$ cat src/operand_addressing_defs.vh
// Constants shared by the operand addressing logic
`ifndef OPERAND_ADDRESSING_DEFS_VH
`define OPERAND_ADDRESSING_DEFS_VH

// ==========================================================
// Special-function addresses
`define DATA_POINTER_LOW_ADDR   8'h82
`define DATA_POINTER_HIGH_ADDR  8'h83
`define DATA_POINTER_RESET      8'h00
`define SFR_SPACE_BASE          8'h80

// ==========================================================
// Opcodes and opcode fields
`define OPC_NO_OPERATION        8'h00
`define OPC_SPARE_NOP           8'ha5
`define OPC_SHORT_JUMP          8'h80
`define OPC_LONG_JUMP           8'h02
`define OPC_LONG_CALL           8'h12
`define OPC_JUMP_IF_CARRY       8'h40
`define OPC_JUMP_NOT_CARRY      8'h50
`define OPC_JUMP_IF_ZERO        8'h60
`define OPC_JUMP_NOT_ZERO       8'h70
`define OPC_DEC_JUMP_DIRECT     8'hd5
`define OPC_JUMP_BIT_SET        8'h20
`define OPC_JUMP_BIT_CLEAR      8'h30
`define OPC_JUMP_BIT_CLEAR_SET  8'h10
`define PAGED_LOW_NIBBLE        4'h1
`define PAGED_CALL_BIT          4
`define OPC_CARRY_OR_NOT_BIT    8'ha0
`define OPC_CARRY_AND_NOT_BIT   8'hb0
`define BIT_OP_LOW_NIBBLE       4'h2
`define BIT_OP_ROW_FIRST        4'h7
`define BIT_OP_ROW_LAST         4'hd

// ==========================================================
// Operand kinds reported on operand_kind_o
`define KIND_NONE               3'h0
`define KIND_BANK_REG           3'h1
`define KIND_INDIRECT           3'h2
`define KIND_DIRECT_RAM         3'h3
`define KIND_DIRECT_SFR         3'h4
`define KIND_BIT                3'h5

`endif

$ cat src/branch_target_unit.v
// Branch target arithmetic for relative, paged and long branches
`include "operand_addressing_defs.vh"

module branch_target_unit #(
    parameter PC_WIDTH = 16
) (
    // Program counter of the following instruction
    input  wire [PC_WIDTH-1:0] next_pc_i,
    // Operand bytes
    input  wire [7:0]          rel_offset_i,
    input  wire [10:0]         paged_target_i,
    input  wire [15:0]         long_target_i,
    // Targets
    output wire [PC_WIDTH-1:0] rel_target_o,
    output wire [PC_WIDTH-1:0] paged_target_o,
    output wire [PC_WIDTH-1:0] long_target_o
);

    wire [PC_WIDTH-1:0] rel_ext;

    // Sign extend, then let the sum wrap at the counter width
    assign rel_ext      = {{(PC_WIDTH-8){rel_offset_i[7]}}, rel_offset_i};
    assign rel_target_o = next_pc_i + rel_ext;

    // Upper page bits come from the following instruction
    assign paged_target_o = {next_pc_i[PC_WIDTH-1:11], paged_target_i};
    assign long_target_o  = long_target_i[PC_WIDTH-1:0];

endmodule

$ cat src/cpu_operand_addressing.v
// Operand addressing and data pointer registers of the processor core
`include "operand_addressing_defs.vh"

module cpu_operand_addressing #(
    parameter PC_WIDTH = 16
) (
    // Clock and reset
    input  wire                clock_i,
    input  wire                sys_rst_i,
    // Instruction being decoded
    input  wire [7:0]          opcode_i,
    input  wire [7:0]          operand1_i,
    input  wire [7:0]          operand2_i,
    input  wire [PC_WIDTH-1:0] next_pc_i,
    input  wire [1:0]          bank_select_i,
    input  wire [7:0]          pointer_r0_i,
    input  wire [7:0]          pointer_r1_i,
    // Special-function bus
    input  wire [7:0]          sfr_addr_i,
    input  wire [7:0]          sfr_wdata_i,
    input  wire                sfr_wr_i,
    input  wire                sfr_rd_i,
    input  wire [3:0]          sfr_page_i,
    output reg  [7:0]          sfr_rdata_o,
    output reg                 sfr_hit_o,
    // Resolved operand
    output reg  [2:0]          operand_kind_o,
    output reg  [7:0]          operand_addr_o,
    output reg  [2:0]          operand_bit_o,
    output reg                 no_operation_o,
    // Branch resolution
    output reg                 branch_valid_o,
    output reg                 branch_is_call_o,
    output reg  [PC_WIDTH-1:0] branch_target_o,
    // Data pointer
    output wire [15:0]         data_pointer_o
);

    // ==========================================================
    // Decode helpers
    function is_bank_reg;
        input [7:0] op;
        begin
            is_bank_reg = (op[3] == 1'b1) && (op[7:4] != 4'h0)
                && (op[7:4] != 4'h8) && (op[7:4] != 4'ha)
                && (op[7:4] != 4'hb);
        end
    endfunction

    function is_indirect;
        input [7:0] op;
        begin
            is_indirect = (op[3:1] == 3'b011) && (op[7:4] != 4'h0)
                && (op[7:4] != 4'h8) && (op[7:4] != 4'ha)
                && (op[7:4] != 4'hb) && (op[7:4] != 4'hd);
        end
    endfunction

    // Only carry and bit instructions; ADD/ADDC direct must stay direct
    function is_bit_op;
        input [7:0] op;
        begin
            is_bit_op = (op == `OPC_JUMP_BIT_SET)
                || (op == `OPC_JUMP_BIT_CLEAR)
                || (op == `OPC_JUMP_BIT_CLEAR_SET)
                || (op == `OPC_CARRY_OR_NOT_BIT)
                || (op == `OPC_CARRY_AND_NOT_BIT)
                || ((op[3:0] == `BIT_OP_LOW_NIBBLE)
                    && (op[7:4] >= `BIT_OP_ROW_FIRST)
                    && (op[7:4] <= `BIT_OP_ROW_LAST));
        end
    endfunction

    // Bit-addressed space: RAM bytes 0x20-0x2f, SFRs on multiples of 8
    function [7:0] bit_byte_addr;
        input [7:0] bit_addr;
        begin
            if (bit_addr[7]) begin
                bit_byte_addr = {bit_addr[7:3], 3'b000};
            end else begin
                bit_byte_addr = {4'h2, bit_addr[6:3]};
            end
        end
    endfunction

    // ==========================================================
    // Data pointer registers
    reg  [7:0] dp_low_reg;
    reg  [7:0] dp_high_reg;
    wire       hit_low;
    wire       hit_high;

    // Page number is ignored: both bytes sit on every page
    assign hit_low  = (sfr_addr_i == `DATA_POINTER_LOW_ADDR);
    assign hit_high = (sfr_addr_i == `DATA_POINTER_HIGH_ADDR);
    assign data_pointer_o = {dp_high_reg, dp_low_reg};

    always @(posedge clock_i or posedge sys_rst_i) begin
        if (sys_rst_i) begin
            dp_low_reg  <= `DATA_POINTER_RESET;
            dp_high_reg <= `DATA_POINTER_RESET;
        end else begin
            if (sfr_wr_i && hit_low) begin
                dp_low_reg <= sfr_wdata_i;
            end
            if (sfr_wr_i && hit_high) begin
                dp_high_reg <= sfr_wdata_i;
            end
        end
    end

    // Registered read data, one cycle after the strobe
    always @(posedge clock_i or posedge sys_rst_i) begin
        if (sys_rst_i) begin
            sfr_rdata_o <= 8'h00;
            sfr_hit_o   <= 1'b0;
        end else if (sfr_rd_i) begin
            sfr_hit_o <= hit_low | hit_high;
            if (hit_low) begin
                sfr_rdata_o <= dp_low_reg;
            end else if (hit_high) begin
                sfr_rdata_o <= dp_high_reg;
            end else begin
                sfr_rdata_o <= 8'h00;
            end
        end else begin
            sfr_hit_o <= 1'b0;
        end
    end

    // ==========================================================
    // Branch targets
    wire [PC_WIDTH-1:0] rel_target;
    wire [PC_WIDTH-1:0] paged_target;
    wire [PC_WIDTH-1:0] long_target;
    reg  [7:0]          rel_byte;
    reg                 is_rel;
    reg                 is_paged;
    reg                 is_long;

    branch_target_unit #(
        .PC_WIDTH (PC_WIDTH)
    ) u_targets (
        .next_pc_i      (next_pc_i),
        .rel_offset_i   (rel_byte),
        .paged_target_i ({opcode_i[7:5], operand1_i}),
        .long_target_i  ({operand1_i, operand2_i}),
        .rel_target_o   (rel_target),
        .paged_target_o (paged_target),
        .long_target_o  (long_target)
    );

    always @* begin
        is_rel   = 1'b0;
        rel_byte = operand1_i;
        case (opcode_i)
            `OPC_SHORT_JUMP, `OPC_JUMP_IF_CARRY, `OPC_JUMP_NOT_CARRY,
            `OPC_JUMP_IF_ZERO, `OPC_JUMP_NOT_ZERO: begin
                is_rel = 1'b1;
            end
            `OPC_DEC_JUMP_DIRECT, `OPC_JUMP_BIT_SET, `OPC_JUMP_BIT_CLEAR,
            `OPC_JUMP_BIT_CLEAR_SET: begin
                is_rel   = 1'b1;
                rel_byte = operand2_i;
            end
            default: begin
                // Compare-and-jump and register decrement-and-jump
                if (opcode_i[7:4] == 4'hb && opcode_i[3:0] >= 4'h4) begin
                    is_rel   = 1'b1;
                    rel_byte = operand2_i;
                end else if (opcode_i[7:3] == 5'b11011) begin
                    is_rel = 1'b1;
                end
            end
        endcase
        is_paged = (opcode_i[3:0] == `PAGED_LOW_NIBBLE);
        is_long  = (opcode_i == `OPC_LONG_JUMP)
                || (opcode_i == `OPC_LONG_CALL);
    end

    // ==========================================================
    // Operand resolution, registered
    always @(posedge clock_i or posedge sys_rst_i) begin
        if (sys_rst_i) begin
            operand_kind_o   <= `KIND_NONE;
            operand_addr_o   <= 8'h00;
            operand_bit_o    <= 3'h0;
            no_operation_o   <= 1'b0;
            branch_valid_o   <= 1'b0;
            branch_is_call_o <= 1'b0;
            branch_target_o  <= {PC_WIDTH{1'b0}};
        end else begin
            operand_bit_o    <= 3'h0;
            branch_valid_o   <= 1'b0;
            branch_is_call_o <= 1'b0;
            branch_target_o  <= {PC_WIDTH{1'b0}};
            no_operation_o   <= 1'b0;
            operand_kind_o   <= `KIND_NONE;
            operand_addr_o   <= 8'h00;
            if (opcode_i == `OPC_SPARE_NOP ||
                opcode_i == `OPC_NO_OPERATION) begin
                // Spare opcode shares the no-operation path exactly
                no_operation_o <= 1'b1;
            end else if (is_paged) begin
                branch_valid_o   <= 1'b1;
                branch_is_call_o <= opcode_i[`PAGED_CALL_BIT];
                branch_target_o  <= paged_target;
            end else if (is_long) begin
                branch_valid_o   <= 1'b1;
                branch_is_call_o <= (opcode_i == `OPC_LONG_CALL);
                branch_target_o  <= long_target;
            end else begin
                if (is_rel) begin
                    branch_valid_o  <= 1'b1;
                    branch_target_o <= rel_target;
                end
                if (is_bank_reg(opcode_i)) begin
                    operand_kind_o <= `KIND_BANK_REG;
                    // Bank base is bank number times eight
                    operand_addr_o <= {3'b000, bank_select_i,
                                       opcode_i[2:0]};
                end else if (is_indirect(opcode_i)) begin
                    operand_kind_o <= `KIND_INDIRECT;
                    operand_addr_o <= opcode_i[0] ? pointer_r1_i
                                                  : pointer_r0_i;
                end else if (is_bit_op(opcode_i)) begin
                    operand_kind_o <= `KIND_BIT;
                    operand_addr_o <= bit_byte_addr(operand1_i);
                    operand_bit_o  <= operand1_i[2:0];
                end else if (opcode_i[3:0] == 4'h5) begin
                    // Direct address splits RAM from the SFR space
                    operand_kind_o <= (operand1_i < `SFR_SPACE_BASE)
                                    ? `KIND_DIRECT_RAM
                                    : `KIND_DIRECT_SFR;
                    operand_addr_o <= operand1_i;
                end
            end
        end
    end

endmodule

$ cat config.mk
export PLATFORM = sky130hd
export DESIGN_NAME = cpu_operand_addressing
export DESIGN_NICKNAME = d
export VERILOG_FILES = /design/src/branch_target_unit.v /design/src/cpu_operand_addressing.v
export VERILOG_INCLUDE_DIRS = /design/src /design/src/src
export SDC_FILE = /design/constraint.sdc
export NUM_CORES = 1
export LEC_CHECK = 0
export BUFFER_PORTS_ARGS = -buffer_cell sky130_fd_sc_hd__buf_2
export CORE_MARGIN = 8
export CORE_UTILIZATION = 25
export DETAILED_ROUTE_END_ITERATION = 10
export GPL_ROUTABILITY_DRIVEN = 0
export GPL_TIMING_DRIVEN = 1
export HOLD_SLACK_MARGIN = 0.02
export PLACE_DENSITY = 0.52
export SYNTH_ARGS = -nofsm -noshare
export SYNTH_HDL_FRONTEND = slang
export SYNTH_HIERARCHICAL = 1
export SYNTH_SLANG_ARGS = --single-unit
$ cat constraint.sdc
create_clock -name clock_i -period 1.65 [get_ports clock_i]
set_input_delay 0 -clock clock_i [delete_from_list [all_inputs] [get_ports clock_i]]
set_output_delay 0 -clock clock_i [all_outputs]
set_load 0.01 [all_outputs]
==> results of run 1 <==
[per-layer routing]
| layer | vias to the layer above | share of wire (%) | global-route usage (%) |
|---|---|---|---|
| met1 | 2035 | 42 | 16.63 |
| met5 | - | 0 | 0 |
| met2 | 146 | 50 | 24.54 |
| met3 | 12 | 7.1 | 3.339 |
| li1 | 1975 | - | - |
| met4 | 0 | 1.1 | 4.418 |
[layout make-up]
| cell class | count | area (um^2) | area share, % |
|---|---|---|---|
| multi-input cells | 305 | 2597 | 40.62 |
| repair buffers | 254 | 1728 | 27.02 |
| flip-flops and latches | 58 | 1451 | 22.70 |
| well taps | 216 | 270.3 | 4.226 |
| clock buffers | 10 | 239.0 | 3.737 |
| inverters | 18 | 67.56 | 1.057 |
| clock inverters | 6 | 41.29 | 0.6457 |
[critical path, stage by stage]
cell      delay [ns]
buf_8           0.10
nor4_4          0.31
nand2b_2        0.12
o31ai_4         0.30
mux2_4          0.35
ha_4            0.17
fa_2            0.36
a21o_4          0.25
a311oi_4        0.28
buf_4           0.16
nor3_2          0.04
o41ai_2         0.24
xnor2_1         0.15
o21ai_1         0.08
a21oi_1         0.11
[cell usage after synthesis, types with 2 or more instances]
master     count
nor3_1         4
clkbuf_1       4
nand3b_1       2
xnor2_1       10
and2_1         3
mux2_2        24
mux2i_1       16
dfrtp_1       58
nor3b_1        2
or3_1          2
xor2_1         5
a31oi_1        3
nor2b_1        9
a211oi_1       5
o21ai_1       12
inv_1         18
a21o_1         3
nand3_1       10
a311oi_1       3
nand4b_1       3
o21bai_1       2
ha_1          15
nand2_1       24
nor2_1        10
a21oi_1       56
buf_2          9
buf_4         34
o22ai_1       11
o211ai_1       4
buf_6          3
nor4_1         3
o21ai_0       36
nand4bb_1      2
[cell families (layout without fill, tap and decap cells)]
| family | after synthesis | after routing |
|---|---|---|
| flops | 58 | 58 |
| simple gates | 84 | 84 |
| fa+ha+maj | 16 | 16 |
| compound gates | 149 | 149 |
| mux | 41 | 41 |
| xor+xnor | 15 | 15 |
| buf+inv | 70 | 288 |
[power by group through the flow]
stage                     combinational [mW]  clock (mW)  sequential [mW]
after detailed placement                1.23           0             1.55
after CTS                               1.36        1.81             1.53
final                                   1.45        1.75             1.52
after global placement                  1.22           0             1.55
after global routing                    1.56        1.88             1.53
after floorplan                        0.699           0             1.58
[final timing paths]
| check | endpoint | slack, ns | depth (start not counted) | start |
|---|---|---|---|---|
| hold / removal | branch_target_o[12] | 0.04 | 3 | next_pc_i[12] |
| hold reg to reg | sfr_rdata_o[5] | 0.52 | 2 | sfr_rdata_o[5] |
| max in group asynchronous | operand_kind_o[0] | 1.10 | 4 | sys_rst_i |
| min in group asynchronous | dp_low_reg[1] | 0.29 | 4 | sys_rst_i |
| setup / recovery | branch_target_o[12] | -1.13 | 15 | opcode_i[0] |
| setup reg to reg | dp_high_reg[3] | 0.85 | 1 | dp_high_reg[3] |
[stage by stage]
stage	cells	power, mW	setup slack (ns)	instance area (um^2)
after floorplan	433	2.284	-1.384	4283
after global placement	817	2.765	-1.543	5547
after detailed placement	817	2.782	-1.622	5547
after CTS	862	4.693	-1.177	6240
after global routing	867	4.971	-1.282	6395
final	867	4.720	-1.127	6395
[timing repair]
action | CTS | global route
hold buffers | 20 | 0
resized for setup | 30 | 23
setup buffers | 10 | 5
pin swaps | 34 | 30
hold endpoints to repair | 92 | 0
setup endpoints to repair | 15 | 15
==> impl_metrics.ini, run 1 <==
[status]
status = complete, but fails checks
violations = setup timing

[floorplanning]
die-area_um2 = 20500
die-width_um = 143.2
io-pin-count = 140
num_rows = 46
core_um2 = 15830
start_util_pct = 25.55
die_h_um = 143.2

[hold_path]
min_path_type = in -> reg

[synth]
synth_top_area_share_pct = 35.89
avgSynthCellArea_um2 = 9.339
synthMuxAreaShare_pct = 10.92
ys_top_cells_by_area = dfrtp_1, a21oi_1, mux2_2, buf_4, ha_1
synth_cell_types = 61
seq_area_frac_synth_pct = 35.89
ys.flop_type = dfrtp_1
yosys_warnings = 6
synth_compound_gate_area_share_pct = 22.00
synth_xor_area_share_pct = 3.249
synth_seq_cells = 58
synth_nets = 531
yosys.area_share.adder_pct = 5.136
yosysTopAreaCell = dfrtp_1
synth-simple-area-share_pct = 12.28
synth-edff-count = 0
async_flop_share_pct = 100.0
synth_top_family_by_area = compound AO/OA/AOI/OAI gates
synth_cells = 433
syn_area_um2 = 4044

[clocking]
clk_pin_slew_ns = 0.05
root_buffer = clkbuf_16
clkLatencyLatePin_ns = 0.32
clock_path_buffers = 2
cts.sinks = 58
h-tree-depth = 3
cts_tree = yes
numCtsBuffers = 9

[sta]
period_share_pct = 168.3
relSlewSlack_pct = 67.08
grt_setup_unrepaired = yes
timing.final.crit_period_ns = 2.777
setup_viol = 15
fmax_mhz = 360.1
slew_viol_final = 0
fin_skew_ns = 0.004164
tns_ns = -12.83
timing.hold.ws_ns = 0.04114
tightest_slew_ns = 0.4886
worst_slack_ns = -1.127
hold_viol = 0

[pwr]
switchingPower_mw = 1.424
p_per_area_nw_per_um2 = 738.0
leakage_nw = 3.032
ir_drop_v = 0.0005045
clock_power_share_pct = 37.1
swShare_pct = 30.17
pwr-share-seq_pct = 32.3
comb_power_share_pct = 30.6
p_int_mw = 3.296

[detailed_routing]
ant_nets = 0
routedWlPerCell_um = 16.93
vias_per_cell = 4.807
drc = 0
vias = 4168
drt_first_pass_iters = 4
routed_wl_mm = 14.68
first_iter_violations = 176

[finish]
fin_util_pct = 40.40
area_growth_pct = 58.14
nFillCells = 1555
diodes = 0
layout_common_cells = buf_2, buf_4, dfrtp_1, a21oi_1, o21ai_0
nets = 744
largest_reg_flops = 16
drive_above_1_share_pct = 51.77
regMostFlops = branch_target_o
final_common_cell = buf_2

[grt]
grt_max_degree = 59
grt_usage_pct = 14.07
gr-total-overflow = 0
grt_pass1_wl_mm = 22.47
antenna_found_initial = 0
grt_pass1_vias = 4292

[placement]
placement.io_buffers = 135
dp_hpwl_mm = 11.23

[setup_path]
critPathRequiredTime_ns = 1.90
path_max_fanout = 4
startpoint_type = primary input
endpoint_kind = flip-flop
cp.arrival_ns = 3.03
critPathKind = in -> reg

[flow_run]
cap_violations = 0
No activity file was read; power rests on OpenSTA's default activity.
==> run 2: changes to the inputs <==
CORE_MARGIN = 2   (was 8)
==> run 2 against run 1 <==
Effect of this change: the flow still finishes with violations (setup timing); final area grew 1.8%; global-route usage rose by 2.2 points; clock skew increased by 0.0015 ns; critical path depth unchanged; first-iteration DRC count down 10%; die area decreased by 16%; power increased by 6.4%; combinational power about the same; clock power grew 15%; largest power group unchanged; sequential share of layout area is 0.39 points lower.
==> impl_metrics.ini, run 2 (same netlist as run 1, synthesis figures left out) <==
[status]
status = complete, but fails checks
violations = setup timing

[floorplanning]
die-area_um2 = 17210
io-pin-count = 140
start_util_pct = 25.55
die-width_um = 131.2
core_um2 = 15830
num_rows = 46
die_h_um = 131.2

[setup_path]
cp.arrival_ns = 2.99
critPathRequiredTime_ns = 1.90
path_max_fanout = 4
startpoint_type = primary input
endpoint_kind = flip-flop
critPathKind = in -> reg

[detailed_routing]
vias_per_cell = 4.762
drc = 0
ant_nets = 0
routedWlPerCell_um = 16.10
routed_wl_mm = 14.15
first_iter_violations = 158
drt_first_pass_iters = 5
vias = 4186

[clocking]
h-tree-depth = 3
clock_path_buffers = 2
clk_pin_slew_ns = 0.05
numCtsBuffers = 9
cts_tree = yes
cts.sinks = 58
clkLatencyLatePin_ns = 0.33
root_buffer = clkbuf_16

[finish]
layout_common_cells = buf_2, buf_4, dfrtp_1, a21oi_1, o21ai_0
final_common_cell = buf_2
drive_above_1_share_pct = 52.79
design_area_um2 = 6507
area_growth_pct = 60.92
largest_reg_flops = 16
diodes = 0
regMostFlops = branch_target_o
nets = 757
fin_util_pct = 41.11

[sta]
fmax_mhz = 365.6
slew_viol_final = 0
setup_viol = 15
grt_setup_unrepaired = yes
relSlewSlack_pct = 67.87
tightest_slew_ns = 0.4769
period_share_pct = 165.8
fin_skew_ns = 0.005621
timing.final.crit_period_ns = 2.735
hold_viol = 0
worst_slack_ns = -1.085

[grt]
gr-total-overflow = 0
grt_pass1_wl_mm = 22.51
grt_max_degree = 59
grt_pass1_vias = 4290
antenna_found_initial = 0
grt_usage_pct = 16.32

[placement]
placement.io_buffers = 135
dp_hpwl_mm = 10.56
placed_area_um2 = 5637

[hold_path]
min_path_type = in -> reg

[flow_run]
cap_violations = 0

[pwr]
ir_drop_v = 0.0004713
power_mw = 5.020
p_per_area_nw_per_um2 = 771.4
leakage_nw = 3.116
==> run 2: final cells by class <==
class                           count  area (um^2)
Clock inverter                      5        78.83
Timing Repair Buffer              267         1812
Inverter                           18        67.56
Tap cell                          216        270.3
Fill cell                        1549         9320
Multi-Input combinational cell    305         2589
Clock buffer                       10        239.0
Sequential cell                    58         1451
==> run 2: through the flow <==
| step | hold WS [ns] | setup slack [ns] | TNS [ns] | std cells |
|---|---|---|---|---|
| after floorplan | 0.1286 | -1.384 | -12.90 | 433 |
| after global placement | 0.08410 | -1.542 | -18.62 | 829 |
| after detailed placement | 0.09379 | -1.569 | -19.01 | 829 |
| after CTS | 0.04131 | -1.144 | -12.71 | 877 |
| after global routing | 0.06477 | -1.287 | -14.52 | 879 |
| final | 0.05415 | -1.085 | -12.22 | 879 |
==> run 2: per-layer routing <==
metal	wire length [um]	share of wire (%)	global-route usage, %	up-vias
li1	-	-	-	2003
met1	6169	44	20.73	1989
met2	6737	48	27.11	171
met3	866	6.1	2.971	23
met4	375	2.7	7.186	0
met5	0	0	0	-
==> run 2: worst max-delay path, stage by stage <==
cell	delay [ns]
buf_8	0.10
nor4_4	0.29
nand2b_2	0.12
o31ai_4	0.28
mux2_4	0.35
ha_4	0.17
fa_2	0.34
a21o_4	0.23
a311oi_4	0.29
buf_4	0.17
nor3_2	0.05
o41ai_2	0.23
xnor2_1	0.16
o21ai_1	0.08
a21oi_1	0.13
==> run 2: repair_timing <==
| action | 4_1_cts | 5_1_grt |
|---|---|---|
| setup endpoints to repair | 15 | 15 |
| pin swaps | 40 | 29 |
| resized for setup | 38 | 17 |
| endpoints found under the hold margin | 90 | 0 |
| setup buffers | 15 | 5 |
| hold buffers | 18 | 0 |
==> run 2: power by group <==
part / internal (mW) / leakage [nW] / switching [mW]
clock network: 1.35 / 0.158 / 0.668
logic: 0.773 / 2.17 / 0.703
registers: 1.50 / 0.790 / 0.0301
==> run 2: final timing paths <==
kind | startpoint | cells after the start | end | slack (ns)
min in group asynchronous | sys_rst_i | 4 | no_operation_o | 0.29
setup reg to reg | dp_high_reg[3] | 1 | dp_high_reg[3] | 0.86
setup / recovery | opcode_i[0] | 15 | branch_target_o[12] | -1.09
hold reg to reg | dp_high_reg[3] | 1 | dp_high_reg[3] | 0.52
hold / removal | next_pc_i[11] | 3 | branch_target_o[11] | 0.05
max in group asynchronous | sys_rst_i | 4 | operand_addr_o[0] | 1.09
==> run 3: changes to the inputs <==
PLACE_DENSITY = unset   (was 0.52)
PLACE_DENSITY_LB_ADDON = 0.25   (was unset)
SETUP_SLACK_MARGIN = 0.4   (was unset)
==> run 3 against run 2 <==
Effect of this change: the run still ends with setup timing left; setup slack improved by 0.049 ns; largest power group unchanged; sequential power about the same; clock skew increased by 0.0026 ns; sequential cell count unchanged; non-clock buffer count decreased by 16.
==> impl_metrics.ini, run 3 (same netlist as run 1, synthesis figures left out) <==
[detailed_routing]
drc = 0
vias_per_cell = 4.749
routed_wl_mm = 13.98
vias = 4103
first_iter_violations = 111
routedWlPerCell_um = 16.18
ant_nets = 0
drt_first_pass_iters = 5

[clocking]
cts.sinks = 58
numCtsBuffers = 9
cts_tree = yes
clkLatencyLatePin_ns = 0.34
clk_pin_slew_ns = 0.06
root_buffer = clkbuf_16
h-tree-depth = 3
clock_path_buffers = 2

[setup_path]
critPathKind = in -> reg
regToRegSetupSlack_ns = 0.86
max_stage_delay_ns = 0.35
startpoint_type = primary input
worst-path-buf-inv = 3
r2r-start = dp_high_reg[3]
critPathRequiredTime_ns = 1.86
startpoint = opcode_i[3]
cp.arrival_ns = 2.90
endpoint_kind = flip-flop
cpLargestDelayFamily = compound AO/OA/AOI/OAI gates
cpMostUsedCell = buf_4
crit_chain = buf_2 -> buf_4 -> nand4bb_4 -> o22a_1 -> o31ai_4 -> mux2_4 -> ha_4 -> fa_2 -> a21o_4 -> a311oi_4 -> buf_4 -> o21ai_2 -> a311oi_1 -> nor3_1 -> o21ai_1 -> a21oi_1
path_max_fanout = 4
cpMaxStageDelayCell = mux2_4

[finish]
layout_common_cells = buf_2, buf_4, dfrtp_1, a21oi_1, o21ai_0
seqCellArea_um2 = 1451
diodes = 0
nets = 741
largest_reg_flops = 16
regMostFlops = branch_target_o
drive_above_1_share_pct = 53.86
nFillCells = 1551
final_cells = 864
final_common_cell = buf_2
area_growth_pct = 60.37
multiInputGateArea_um2 = 2689

[sta]
fin_skew_ns = 0.008266
grt_setup_unrepaired = yes
period_share_pct = 162.8
worst_slack_ns = -1.037
hold_viol = 0
timing.final.crit_period_ns = 2.687
slew_viol_final = 0
tightest_slew_ns = 0.5805
relSlewSlack_pct = 61.22
setup_viol = 15
fmax_mhz = 372.2

[grt]
grt_usage_pct = 16.35
antenna_found_initial = 0
grt_max_degree = 34
grt_pass1_wl_mm = 22.56
grt_pass1_vias = 4428
gr-total-overflow = 0

[status]
status = complete, but fails checks
violations = setup timing

[pwr]
swShare_pct = 28.37
power_mw = 5.017
p_int_mw = 3.593
leakage_nw = 3.049
ir_drop_v = 0.0004830
p_per_area_nw_per_um2 = 773.6
pwr-share-seq_pct = 30.4
clock_power_share_pct = 41.2
switchingPower_mw = 1.423
comb_power_share_pct = 28.5

[placement]
dp_hpwl_mm = 10.62
dp.cells = 821
placement.io_buffers = 135

[floorplanning]
die-area_um2 = 17210
core_um2 = 15830
io-pin-count = 140
start_util_pct = 25.55
die-width_um = 131.2
die_h_um = 131.2
num_rows = 46

[hold_path]
min_from = next_pc_i[11]
min_path_type = in -> reg

[flow_run]
cap_violations = 0
[run 3: layout make-up]
| class | count | area share, % |
|---|---|---|
| clock buffer | 10 | 3.685 |
| multi-input combinational | 305 | 41.46 |
| clock inverter | 6 | 1.370 |
| timing repair buffer | 251 | 25.83 |
| inverter | 18 | 1.100 |
| sequential | 58 | 22.38 |
| tap | 216 | 4.167 |
[run 3: repair_timing]
| item | 4_1_cts | 5_1_grt |
|---|---|---|
| hold buffers | 18 | 0 |
| cloned | 0 | 1 |
| endpoints found under the setup margin | 17 | 24 |
| buffers inserted | 8 | 0 |
| resized for setup | 40 | 23 |
| pin swaps | 33 | 17 |
| endpoints found under the hold margin | 57 | 0 |
[run 3: tightest hold or removal path, delay by kind of cell]
kind / cells / cell delay [ns]
compound gates: 2 / 0.20
buf+inv: 1 / 0.11
[run 3: power groups by stage]
stage,Combinational (mW),Clock (mW),Sequential (mW)
4_1_cts,1.38,2.13,1.52
5_1_grt,1.55,2.20,1.53
3_3_place_gp,1.24,0,1.55
2_1_floorplan,0.704,0,1.58
6_report,1.43,2.07,1.52
3_5_place_dp,1.25,0,1.55
[run 3: worst paths after layout]
kind / endpoint / cells past startpoint
worst max-delay path: branch_target_o[10] / 16
worst min-delay path: branch_target_o[11] / 3
worst max register to register: dp_high_reg[3] / 1
worst min register to register: dp_high_reg[3] / 1
max in group asynchronous: branch_target_o[4] / 4
min in group asynchronous: dp_low_reg[2] / 3
[run 3: layer usage]
metal	wire length [um]	track usage, %	up-vias
met3	825	4.128	21
li1	-	-	1981
met1	6071	19.81	1964
met4	292	6.522	0
met2	6790	27.78	137
met5	0	0	-
[run 3: stage by stage]
step           hold WS (ns)  worst slack (ns)  utilization (%)  area (um^2)  TNS [ns]
6_report            0.03432            -1.037            40.97         6485    -11.84
5_1_grt             0.03811            -1.199            40.97         6485    -14.03
4_1_cts             0.02535            -1.096            40.18         6360    -12.67
3_5_place_dp        0.09527            -1.588            35.34         5593    -19.45
3_3_place_gp        0.08488            -1.525            35.34         5593    -18.55
2_1_floorplan       0.09320            -1.384                -         4314    -12.90
